--- config.mk ---
export PLATFORM = sky130hd
export DESIGN_NAME = rsc_top
export DESIGN_NICKNAME = d
export VERILOG_FILES = /design/src/verilog/rsc_pkg.sv /design/src/verilog/rsc_flag_if.sv /design/src/verilog/rsc_flag_bank.sv /design/src/verilog/rsc_top.sv
export SDC_FILE = /design/constraint.sdc
export NUM_CORES = 1
export LEC_CHECK = 0
export ABC_AREA = 0
export BUFFER_PORTS_ARGS = -buffer_cell sky130_fd_sc_hd__buf_2
export CORE_MARGIN = 3
export CORE_UTILIZATION = 45
export DETAILED_ROUTE_END_ITERATION = 12
export PLACE_DENSITY = 0.8
export REMOVE_ABC_BUFFERS = 1
export SKIP_LAST_GASP = 1
export SYNTH_ARGS = -nofsm -noshare
export SYNTH_HDL_FRONTEND = slang
export SYNTH_SLANG_ARGS = --single-unit
--- constraint.sdc ---
create_clock -name pclk -period 1.6 [get_ports pclk]
set_input_delay 0.32 -clock pclk [delete_from_list [all_inputs] [get_ports pclk]]
set_output_delay 0.32 -clock pclk [all_outputs]
set_load 0.005 [all_outputs]
--- src/verilog/rsc_pkg.sv ---
/*
   Package for the reset source combiner: register offsets, the bit layout of the
   reset cause register, values after reset, masks and reset stretch timing.
   Assumes a 125 MHz pclk and a 12-bit APB byte address.
*/
`default_nettype none

package rsc_pkg;

   // ----------------------------------------------------------------------
   // register map
   // ----------------------------------------------------------------------
   localparam int unsigned    APB_AW       = 12;
   localparam int unsigned    CAUSE_W      = 16;
   localparam logic [11:0]    CAUSE_OFS    = 12'h000;

   // ----------------------------------------------------------------------
   // reset cause register bit positions
   // ----------------------------------------------------------------------
   localparam int unsigned    POWER_ON_FLAG_BIT          = 0;
   localparam int unsigned    BROWNOUT_FLAG_BIT          = 1;
   localparam int unsigned    IDLE_WAKE_FLAG_BIT         = 2;
   localparam int unsigned    SLEEP_WAKE_FLAG_BIT        = 3;
   localparam int unsigned    WATCHDOG_TIMEOUT_FLAG_BIT  = 4;
   localparam int unsigned    WATCHDOG_SOFT_ENABLE_BIT   = 5;
   localparam int unsigned    SOFT_RESET_FLAG_BIT        = 6;
   localparam int unsigned    EXTERNAL_PIN_FLAG_BIT      = 7;
   localparam int unsigned    REGULATOR_SLEEP_ACTIVE_BIT = 8;
   localparam int unsigned    CONFIG_MISMATCH_FLAG_BIT   = 9;
   localparam int unsigned    ILLEGAL_OPERATION_FLAG_BIT = 14;
   localparam int unsigned    TRAP_CONFLICT_FLAG_BIT     = 15;

   // ----------------------------------------------------------------------
   // values and masks
   // ----------------------------------------------------------------------
   localparam logic [15:0]    CAUSE_POR_VAL  = 16'h0001;
   localparam logic [15:0]    CAUSE_IMPL     = 16'hC3FF;
   // flags a brown-out clears: not external pin, brown-out, power-on, controls
   localparam logic [15:0]    BOR_CLR_MASK   = 16'hC25C;
   localparam logic [15:0]    WATCHDOG_TIMEOUT_FLAG_CLR_MASK  = 16'h0010;

   // ----------------------------------------------------------------------
   // timing
   // ----------------------------------------------------------------------
   localparam int unsigned    CLK_MHZ        = 125;
   localparam int unsigned    TRST_US        = 20;
   localparam int unsigned    TRST_CYCLES    = TRST_US * CLK_MHZ;
   localparam int unsigned    HOLD_W         = 12;

   typedef enum logic [1:0] {
      RSC_SRC_ACTIVE,
      RSC_HOLD,
      RSC_RUN
   } rsc_state_t;

endpackage : rsc_pkg

`default_nettype wire

--- src/verilog/rsc_flag_if.sv ---
/*
   Carrier between the combiner top and its flag bank: per-bit set, clear and
   software write strobes, a power-on load, and the stored bits.
   Assumes both ends run on the same pclk.
*/
`default_nettype none

interface rsc_flag_if #(
   parameter int unsigned WIDTH = 16
);
   logic [WIDTH-1:0] hw_set;
   logic [WIDTH-1:0] hw_clr;
   logic [WIDTH-1:0] sw_we;
   logic [WIDTH-1:0] sw_val;
   logic [WIDTH-1:0] por_val;
   logic             por_load;
   logic [WIDTH-1:0] q;

   modport bank (
      input  hw_set,
      input  hw_clr,
      input  sw_we,
      input  sw_val,
      input  por_val,
      input  por_load,
      output q
   );

   modport ctl (
      output hw_set,
      output hw_clr,
      output sw_we,
      output sw_val,
      output por_val,
      output por_load,
      input  q
   );
endinterface : rsc_flag_if

`default_nettype wire

--- src/verilog/rsc_flag_bank.sv ---
/*
   Bank of sticky flag bits with hardware set, hardware clear, software write
   and a synchronous power-on load.
   Assumes the control side keeps unimplemented bits out of every strobe.
*/
`default_nettype none

module rsc_flag_bank #(
   parameter int unsigned       WIDTH   = 16,
   parameter logic [WIDTH-1:0]  RST_VAL = '0
) (
   input  wire logic  pclk,
   input  wire logic  presetn,
   rsc_flag_if.bank   flg
);

   logic [WIDTH-1:0] q_ff;
   logic [WIDTH-1:0] nxt_q;
   logic [WIDTH-1:0] kept;

   // ----------------------------------------------------------------------
   // next value
   // ----------------------------------------------------------------------
   // software value first, then hardware clear, then set on top
   assign kept  = (flg.sw_we & flg.sw_val) | (~flg.sw_we & q_ff);
   assign nxt_q = flg.por_load ? (flg.por_val | flg.hw_set)
                               : ((kept & ~flg.hw_clr) | flg.hw_set);

   always_ff @(posedge pclk or negedge presetn) begin
      if (!presetn) begin
         q_ff <= RST_VAL;
      end else begin
         q_ff <= nxt_q;
      end
   end

   assign flg.q = q_ff;

endmodule : rsc_flag_bank

`default_nettype wire

--- src/verilog/rsc_top.sv ---
/*
   Reset source combiner: merges eight reset sources into one stretched master
   system reset and keeps the reset cause register, reachable over APB.
   Assumes all source inputs are synchronous to pclk and presetn is power-on.
*/
// Local design decisions: the APB slave port and the register offsets.
// What this block does
// any active source asserts master system reset
// eight reset sources are accepted
// each reset kind sets its own flag
// power-on clears all but power-on flag
// software sets or clears bits, no reset
// other resets leave register contents alone; here brown-out clears the BOR_CLR_MASK flags
// trap conflict sets bit 15
// illegal operation sets bit 14
// configuration mismatch sets bit 9
// bit 8 keeps regulator active in sleep
// master clear pin sets bit 7
// reset instruction sets bit 6
// bit 5 or fuse enables watchdog
// watchdog time-out sets bit 4
// sleep entry sets bit 3
// idle entry sets bit 2
// software should clear flags after reading
// brown-out sets bit 1
// flag clearing events per flag
// hardware set beats software write
`default_nettype none

module rsc_top (
   input  wire logic         pclk,
   input  wire logic         presetn,
   // apb slave
   input  wire logic         psel,
   input  wire logic         penable,
   input  wire logic         pwrite,
   input  wire logic [11:0]  paddr,
   input  wire logic [31:0]  pwdata,
   input  wire logic [3:0]   pstrb,
   output logic      [31:0]  prdata,
   output logic              pready,
   output logic              pslverr,
   // reset sources
   input  wire logic         por_req,
   input  wire logic         brownout_req,
   input  wire logic         master_clear_pin_n,
   input  wire logic         reset_instr,
   input  wire logic         wdt_timeout,
   input  wire logic         trap_conflict,
   input  wire logic         illegal_op,
   input  wire logic         config_mismatch,
   // power state and watchdog events
   input  wire logic         sleep_entry,
   input  wire logic         idle_entry,
   input  wire logic         power_save_instruction,
   input  wire logic         watchdog_clear_instruction,
   input  wire logic         watchdog_fuse_enable,
   // outputs to the rest of the device
   output logic              master_system_reset,
   output logic              watchdog_enable,
   output logic              regulator_sleep_active
);

   // ----------------------------------------------------------------------
   // declarations
   // ----------------------------------------------------------------------
   localparam int unsigned W = rsc_pkg::CAUSE_W;

   rsc_flag_if #(.WIDTH(W)) flg ();

   logic [W-1:0]              cause_q;
   logic [W-1:0]              set_vec;
   logic [W-1:0]              clr_vec;
   logic [W-1:0]              lane_mask;
   logic                      src_any;
   logic                      master_clear_pin_active;

   logic                      apb_setup;
   logic                      apb_access;
   logic                      addr_hit;
   logic                      apb_wr;
   logic [31:0]               rd_word;

   logic [31:0]               prdata_ff;
   logic                      pslverr_ff;

   rsc_pkg::rsc_state_t       state_ff;
   rsc_pkg::rsc_state_t       nxt_state;
   logic [rsc_pkg::HOLD_W-1:0] hold_cnt_ff;
   logic [rsc_pkg::HOLD_W-1:0] nxt_hold_cnt;
   logic                      hold_done;
   logic                      master_rst_ff;
   logic                      wdt_en_ff;

   localparam logic [rsc_pkg::HOLD_W-1:0] HOLD_LAST =
      rsc_pkg::HOLD_W'(rsc_pkg::TRST_CYCLES - 1);

   // ----------------------------------------------------------------------
   // reset sources
   // ----------------------------------------------------------------------
   assign master_clear_pin_active = ~master_clear_pin_n;

   assign src_any = por_req
                  | brownout_req
                  | master_clear_pin_active
                  | reset_instr
                  | wdt_timeout
                  | trap_conflict
                  | illegal_op
                  | config_mismatch;

   // ----------------------------------------------------------------------
   // hardware set of cause flags
   // ----------------------------------------------------------------------
   // sources are levels; the flag stays set as long as the source is held
   assign set_vec[rsc_pkg::POWER_ON_FLAG_BIT]          = 1'b0;
   assign set_vec[rsc_pkg::BROWNOUT_FLAG_BIT]          = brownout_req;
   assign set_vec[rsc_pkg::IDLE_WAKE_FLAG_BIT]         = idle_entry;
   assign set_vec[rsc_pkg::SLEEP_WAKE_FLAG_BIT]        = sleep_entry;
   assign set_vec[rsc_pkg::WATCHDOG_TIMEOUT_FLAG_BIT]  = wdt_timeout;
   assign set_vec[rsc_pkg::WATCHDOG_SOFT_ENABLE_BIT]   = 1'b0;
   assign set_vec[rsc_pkg::SOFT_RESET_FLAG_BIT]        = reset_instr;
   assign set_vec[rsc_pkg::EXTERNAL_PIN_FLAG_BIT]      = master_clear_pin_active;
   assign set_vec[rsc_pkg::REGULATOR_SLEEP_ACTIVE_BIT] = 1'b0;
   assign set_vec[rsc_pkg::CONFIG_MISMATCH_FLAG_BIT]   = config_mismatch;
   assign set_vec[13:10]                               = 4'h0;
   assign set_vec[rsc_pkg::ILLEGAL_OPERATION_FLAG_BIT] = illegal_op;
   assign set_vec[rsc_pkg::TRAP_CONFLICT_FLAG_BIT]     = trap_conflict;

   // ----------------------------------------------------------------------
   // hardware clear of cause flags
   // ----------------------------------------------------------------------
   // external pin flag survives brown-out; only power-on or a software write clears it
   assign clr_vec = ({W{brownout_req}} & rsc_pkg::BOR_CLR_MASK)
                  | ({W{power_save_instruction | watchdog_clear_instruction}}
                     & rsc_pkg::WATCHDOG_TIMEOUT_FLAG_CLR_MASK);

   // ----------------------------------------------------------------------
   // apb decode
   // ----------------------------------------------------------------------
   assign apb_setup  = psel & ~penable;
   assign apb_access = psel & penable;
   assign addr_hit   = (paddr[11:2] == rsc_pkg::CAUSE_OFS[11:2]);
   assign apb_wr     = apb_access & pwrite & addr_hit;
   assign lane_mask  = {{8{pstrb[1]}}, {8{pstrb[0]}}};
   assign rd_word    = addr_hit ? {16'h0000, cause_q & rsc_pkg::CAUSE_IMPL} : 32'h0000_0000;

   // ----------------------------------------------------------------------
   // flag bank connection
   // ----------------------------------------------------------------------
   // a software write only stores; nothing here feeds src_any from it
   assign flg.hw_set   = set_vec;
   assign flg.hw_clr   = clr_vec;
   assign flg.sw_we    = {W{apb_wr}} & lane_mask & rsc_pkg::CAUSE_IMPL;
   assign flg.sw_val   = pwdata[15:0];
   assign flg.por_val  = rsc_pkg::CAUSE_POR_VAL;
   assign flg.por_load = por_req;
   assign cause_q      = flg.q;

   // only presetn and por_req reinitialise it; other sources never load it
   rsc_flag_bank #(
      .WIDTH   (W),
      .RST_VAL (rsc_pkg::CAUSE_POR_VAL)
   ) u_flags (
      .pclk    (pclk),
      .presetn (presetn),
      .flg     (flg)
   );

   // ----------------------------------------------------------------------
   // apb read data and error
   // ----------------------------------------------------------------------
   // captured in the setup cycle so prdata comes from a flip-flop
   always_ff @(posedge pclk or negedge presetn) begin
      if (!presetn) begin
         prdata_ff  <= 32'h0000_0000;
         pslverr_ff <= 1'b0;
      end else if (apb_setup) begin
         prdata_ff  <= rd_word;
         pslverr_ff <= ~addr_hit;
      end
   end

   assign prdata  = prdata_ff;
   assign pready  = apb_access;
   assign pslverr = apb_access & pslverr_ff;

   // ----------------------------------------------------------------------
   // master reset stretch
   // ----------------------------------------------------------------------
   // reset stays on for the internal state reset time after the last source
   assign hold_done = (hold_cnt_ff == HOLD_LAST);

   always_comb begin
      nxt_state    = state_ff;
      nxt_hold_cnt = hold_cnt_ff;
      unique case (state_ff)
         rsc_pkg::RSC_SRC_ACTIVE: begin
            nxt_hold_cnt = '0;
            if (!src_any) begin
               nxt_state = rsc_pkg::RSC_HOLD;
            end
         end
         rsc_pkg::RSC_HOLD: begin
            nxt_hold_cnt = hold_cnt_ff + 1'b1;
            if (hold_done) begin
               nxt_state    = rsc_pkg::RSC_RUN;
               nxt_hold_cnt = '0;
            end
         end
         rsc_pkg::RSC_RUN: begin
            nxt_hold_cnt = '0;
         end
         // unused state code: fall back to holding reset
         default: begin
            nxt_state    = rsc_pkg::RSC_SRC_ACTIVE;
            nxt_hold_cnt = '0;
         end
      endcase
      if (src_any) begin
         nxt_state    = rsc_pkg::RSC_SRC_ACTIVE;
         nxt_hold_cnt = '0;
      end
   end

   always_ff @(posedge pclk or negedge presetn) begin
      if (!presetn) begin
         state_ff      <= rsc_pkg::RSC_SRC_ACTIVE;
         hold_cnt_ff   <= '0;
         master_rst_ff <= 1'b1;
      end else begin
         state_ff      <= nxt_state;
         hold_cnt_ff   <= nxt_hold_cnt;
         master_rst_ff <= (nxt_state != rsc_pkg::RSC_RUN);
      end
   end

   assign master_system_reset = master_rst_ff;

   // ----------------------------------------------------------------------
   // watchdog and regulator controls
   // ----------------------------------------------------------------------
   // an unprogrammed fuse forces the watchdog on regardless of software
   always_ff @(posedge pclk or negedge presetn) begin
      if (!presetn) begin
         wdt_en_ff <= 1'b0;
      end else begin
         wdt_en_ff <= cause_q[rsc_pkg::WATCHDOG_SOFT_ENABLE_BIT]
                    | watchdog_fuse_enable;
      end
   end

   assign watchdog_enable        = wdt_en_ff;
   assign regulator_sleep_active = cause_q[rsc_pkg::REGULATOR_SLEEP_ACTIVE_BIT];

endmodule : rsc_top

`default_nettype wire

==> impl_metrics.yaml <==
yosys:
  synthDistinctLibCells: 38
  synth-edff-count: 0
  ys.flop_type: "dfrtp_1"
  ys_seq_elements: 41
  synth_warnings: 0
  synth_seq_area_share: 0.523
  syn_area_per_cell_um2: 11.2
  synth-async-reset-ratio: 1.00
  netlist_area_um2: 1970
  synthCells: 175
pwr:
  share_comb_of_total_power: 0.070
  worst_ir_drop_vdd_mv: 0.541
  power.leakage_nw: 1.32
  p_sw_w: 0.000455
  clockPowerShare: 0.447
  fin_total_pwr_w: 0.00220
  p_int_w: 0.00174
  p_per_area_nw_per_um2: 877
  switching_share: 0.207
  pwr-share-seq: 0.482
critical_path:
  cp.required_ns: 1.84
  path_class: "reg2reg"
  worstRegToRegCells: 5
  crit_path_max_fanout: 3
  r2r_start: "hold_cnt_ff[1]"
  arrival_ns: 1.72
  r2r_setup_slack_ns: 0.12
  crit_path_end_kind: "register"
  r2r-end: "state_ff[1]"
  start_kind: "register"
clock_network:
  clk_latency_ns: 0.30
  cts_buffers: 5
  cts_max_path_buffers: 2
  cts_tree: "yes"
  h-tree-depth: 2
  clk_pin_slew_ns: 0.09
  clock-sinks: 41
  root_buffer: "clkbuf_8"
final_layout:
  fin_cells: 304
  n_antenna_cell: 0
  design_area_um2: 2510
  nNetsFinal: 320
  areaGrowthSynthToFinish_pct: 27.4
  final_layout_size_suffix_gt1_frac: 0.366
sta:
  hold_violations: 0
  setup_viol: 0
  period_needed_ns: 1.48
  post-route-period-util: 0.925
  rsz0062_at_grt: "no"
  skew_ns: 0.0103
  fin_ws_ns: 0.120
  slew_violations: 0
  fmax_mhz: 676
worst_hold_path:
  min_to: "u_flags.flg.q[4]"
  hold_depth: 2
  hp-start: "watchdog_clear_instruction"
  hold_class: "in2reg"
floorplan:
  fp.dieArea_um2: 5200
  die_h_um: 72.1
  initial_core_util: 0.478
  fp-row-count: 23
  die_x_um: 72.1
  coreArea_um2: 4120
  ioPinCount: 103
placed_design:
  dpl.cell_count: 295
  portBuffers: 58
  dpl_cell_area_um2: 2350
  dp_hpwl_um: 3160
  place_ws_ns: -0.0873
  gp_congestion: 0.787
route:
  totalWireLength_um: 4190
  via_per_inst: 4.98
  drc: 0
  drt-initial-drc-count: 39
  wl_per_cell_um: 13.8
  dr.pass1.iters: 4
  num_vias: 1513
  ant_nets: 0
global_route:
  grt_first_pass_wirelength_um: 6810
  track_usage: 0.169
  antenna_found_initial: 0
  gr-total-overflow: 0
  grt_max_degree: 15
  grt_pass1_vias: 1480
run:
  maxCapViolations: 0
outcome:
  status: "finished clean"
timing repair:
action,4_1_cts,5_1_grt
endpoints found under the setup margin,0,14
buffers inserted,0,0
hold buffers,1,0
gates resized for setup,0,2
hold endpoints to repair,11,0
power by group through the flow:
stage,Clock (W),Sequential (W),Combinational (W)
after detailed placement,0,0.00108,0.000153
after global routing,0.00102,0.00106,0.000175
after CTS,0.000990,0.00106,0.000156
after floorplan,0,0.00108,0.0000483
final,0.000983,0.00106,0.000155
after global placement,0,0.00108,0.000150
critical path: stages, from the launching register on:
cell     delay [ns]
dfrtp_1        0.37
ha_1           0.18
nor4b_2        0.24
a31oi_2        0.15
or3b_1         0.42
inv_1          0.06
worst max-delay path by stage:
| stage | to | start | cells past startpoint |
|---|---|---|---|
| CTS | state_ff[1] | hold_cnt_ff[1] | 5 |
| global route | state_ff[1] | hold_cnt_ff[1] | 5 |
| floorplan | hold_cnt_ff[10] | config_mismatch | 4 |
| detailed placement | state_ff[1] | config_mismatch | 5 |
| finish | state_ff[1] | hold_cnt_ff[1] | 5 |
| global placement | state_ff[1] | config_mismatch | 5 |
stage by stage:
step	setup TNS (ns)	utilization	hold WS (ns)
2_1_floorplan	0	-	0.0244
3_3_place_gp	-0.163	0.571	0.226
3_5_place_dp	-0.600	0.571	0.225
4_1_cts	0	0.606	0.194
5_1_grt	0	0.609	0.201
6_report	0	0.609	0.206
logic make-up after synthesis:
| group | after synthesis | share of synthesized area |
|---|---|---|
| compound gates | 25 | 0.101 |
| xor+xnor | 11 | 0.0490 |
| fa+ha+maj | 1 | 0.00636 |
| buf+inv | 31 | 0.0992 |
| flops | 41 | 0.523 |
| mux | 11 | 0.0559 |
| other cells | 1 | 0.00191 |
| simple gates | 54 | 0.164 |
per-layer routing:
layer  GRT usage  wire, um
met2       0.281      2080
met1       0.212      1830
met3      0.0388       226
met4      0.0710        57
met5           0         0
state kept, by name, summed over array words and instances, names as in the netlist:
register,flops
prdata,12
u_flags.flg.q,12
state_ff,2
hold_cnt_ff,12
master_system_reset,1
pslverr_ff,1
watchdog_enable,1
cell usage after synthesis (2+ instances only):
library cell | n | area, um2
dfstp_2 | 2 | 52.6
nand2_1 | 3 | 11.3
dfrtp_1 | 39 | 976
xor2_1 | 3 | 26.3
inv_1 | 7 | 26.3
xnor2_1 | 8 | 70.1
o21bai_1 | 7 | 52.6
nor4_2 | 2 | 25.0
buf_2 | 3 | 15.0
nand4_1 | 3 | 18.8
nand3_1 | 6 | 30.0
mux2i_1 | 11 | 110
and3_1 | 4 | 25.0
nor2_1 | 19 | 71.3
nor4b_1 | 2 | 17.5
a22o_1 | 12 | 105
nor3_1 | 4 | 20.0
buf_4 | 20 | 150
cells in the final DEF, fill, tap and decap left out, types with 2 or more instances in the layout:
master | synthesis | routed
a22o_1 | 12 | 12
and3_1 | 4 | 4
buf_2 | 3 | 58
buf_4 | 20 | 17
bufinv_16 | 0 | 2
clkbuf_8 | 0 | 5
conb_1 | 1 | 20
dfrtp_1 | 39 | 39
dfstp_2 | 2 | 2
inv_1 | 7 | 7
mux2i_1 | 11 | 11
nand2_1 | 3 | 3
nand3_1 | 6 | 6
nand4_1 | 3 | 3
nor2_1 | 19 | 19
nor3_1 | 4 | 4
nor4_2 | 2 | 2
o21bai_1 | 7 | 7
xnor2_1 | 8 | 8
xor2_1 | 3 | 3
area by class of cell:
class | instances | area (um2)
Clock buffer | 5 | 68.8
Clock inverter | 3 | 65.1
Fill cell | 333 | 1610
Inverter | 7 | 26.3
Multi-Input combinational cell | 122 | 828
Sequential cell | 41 | 1030
Tap cell | 50 | 62.6
Timing Repair Buffer | 76 | 428
Note: power is estimated with default switching activity, not from simulation.
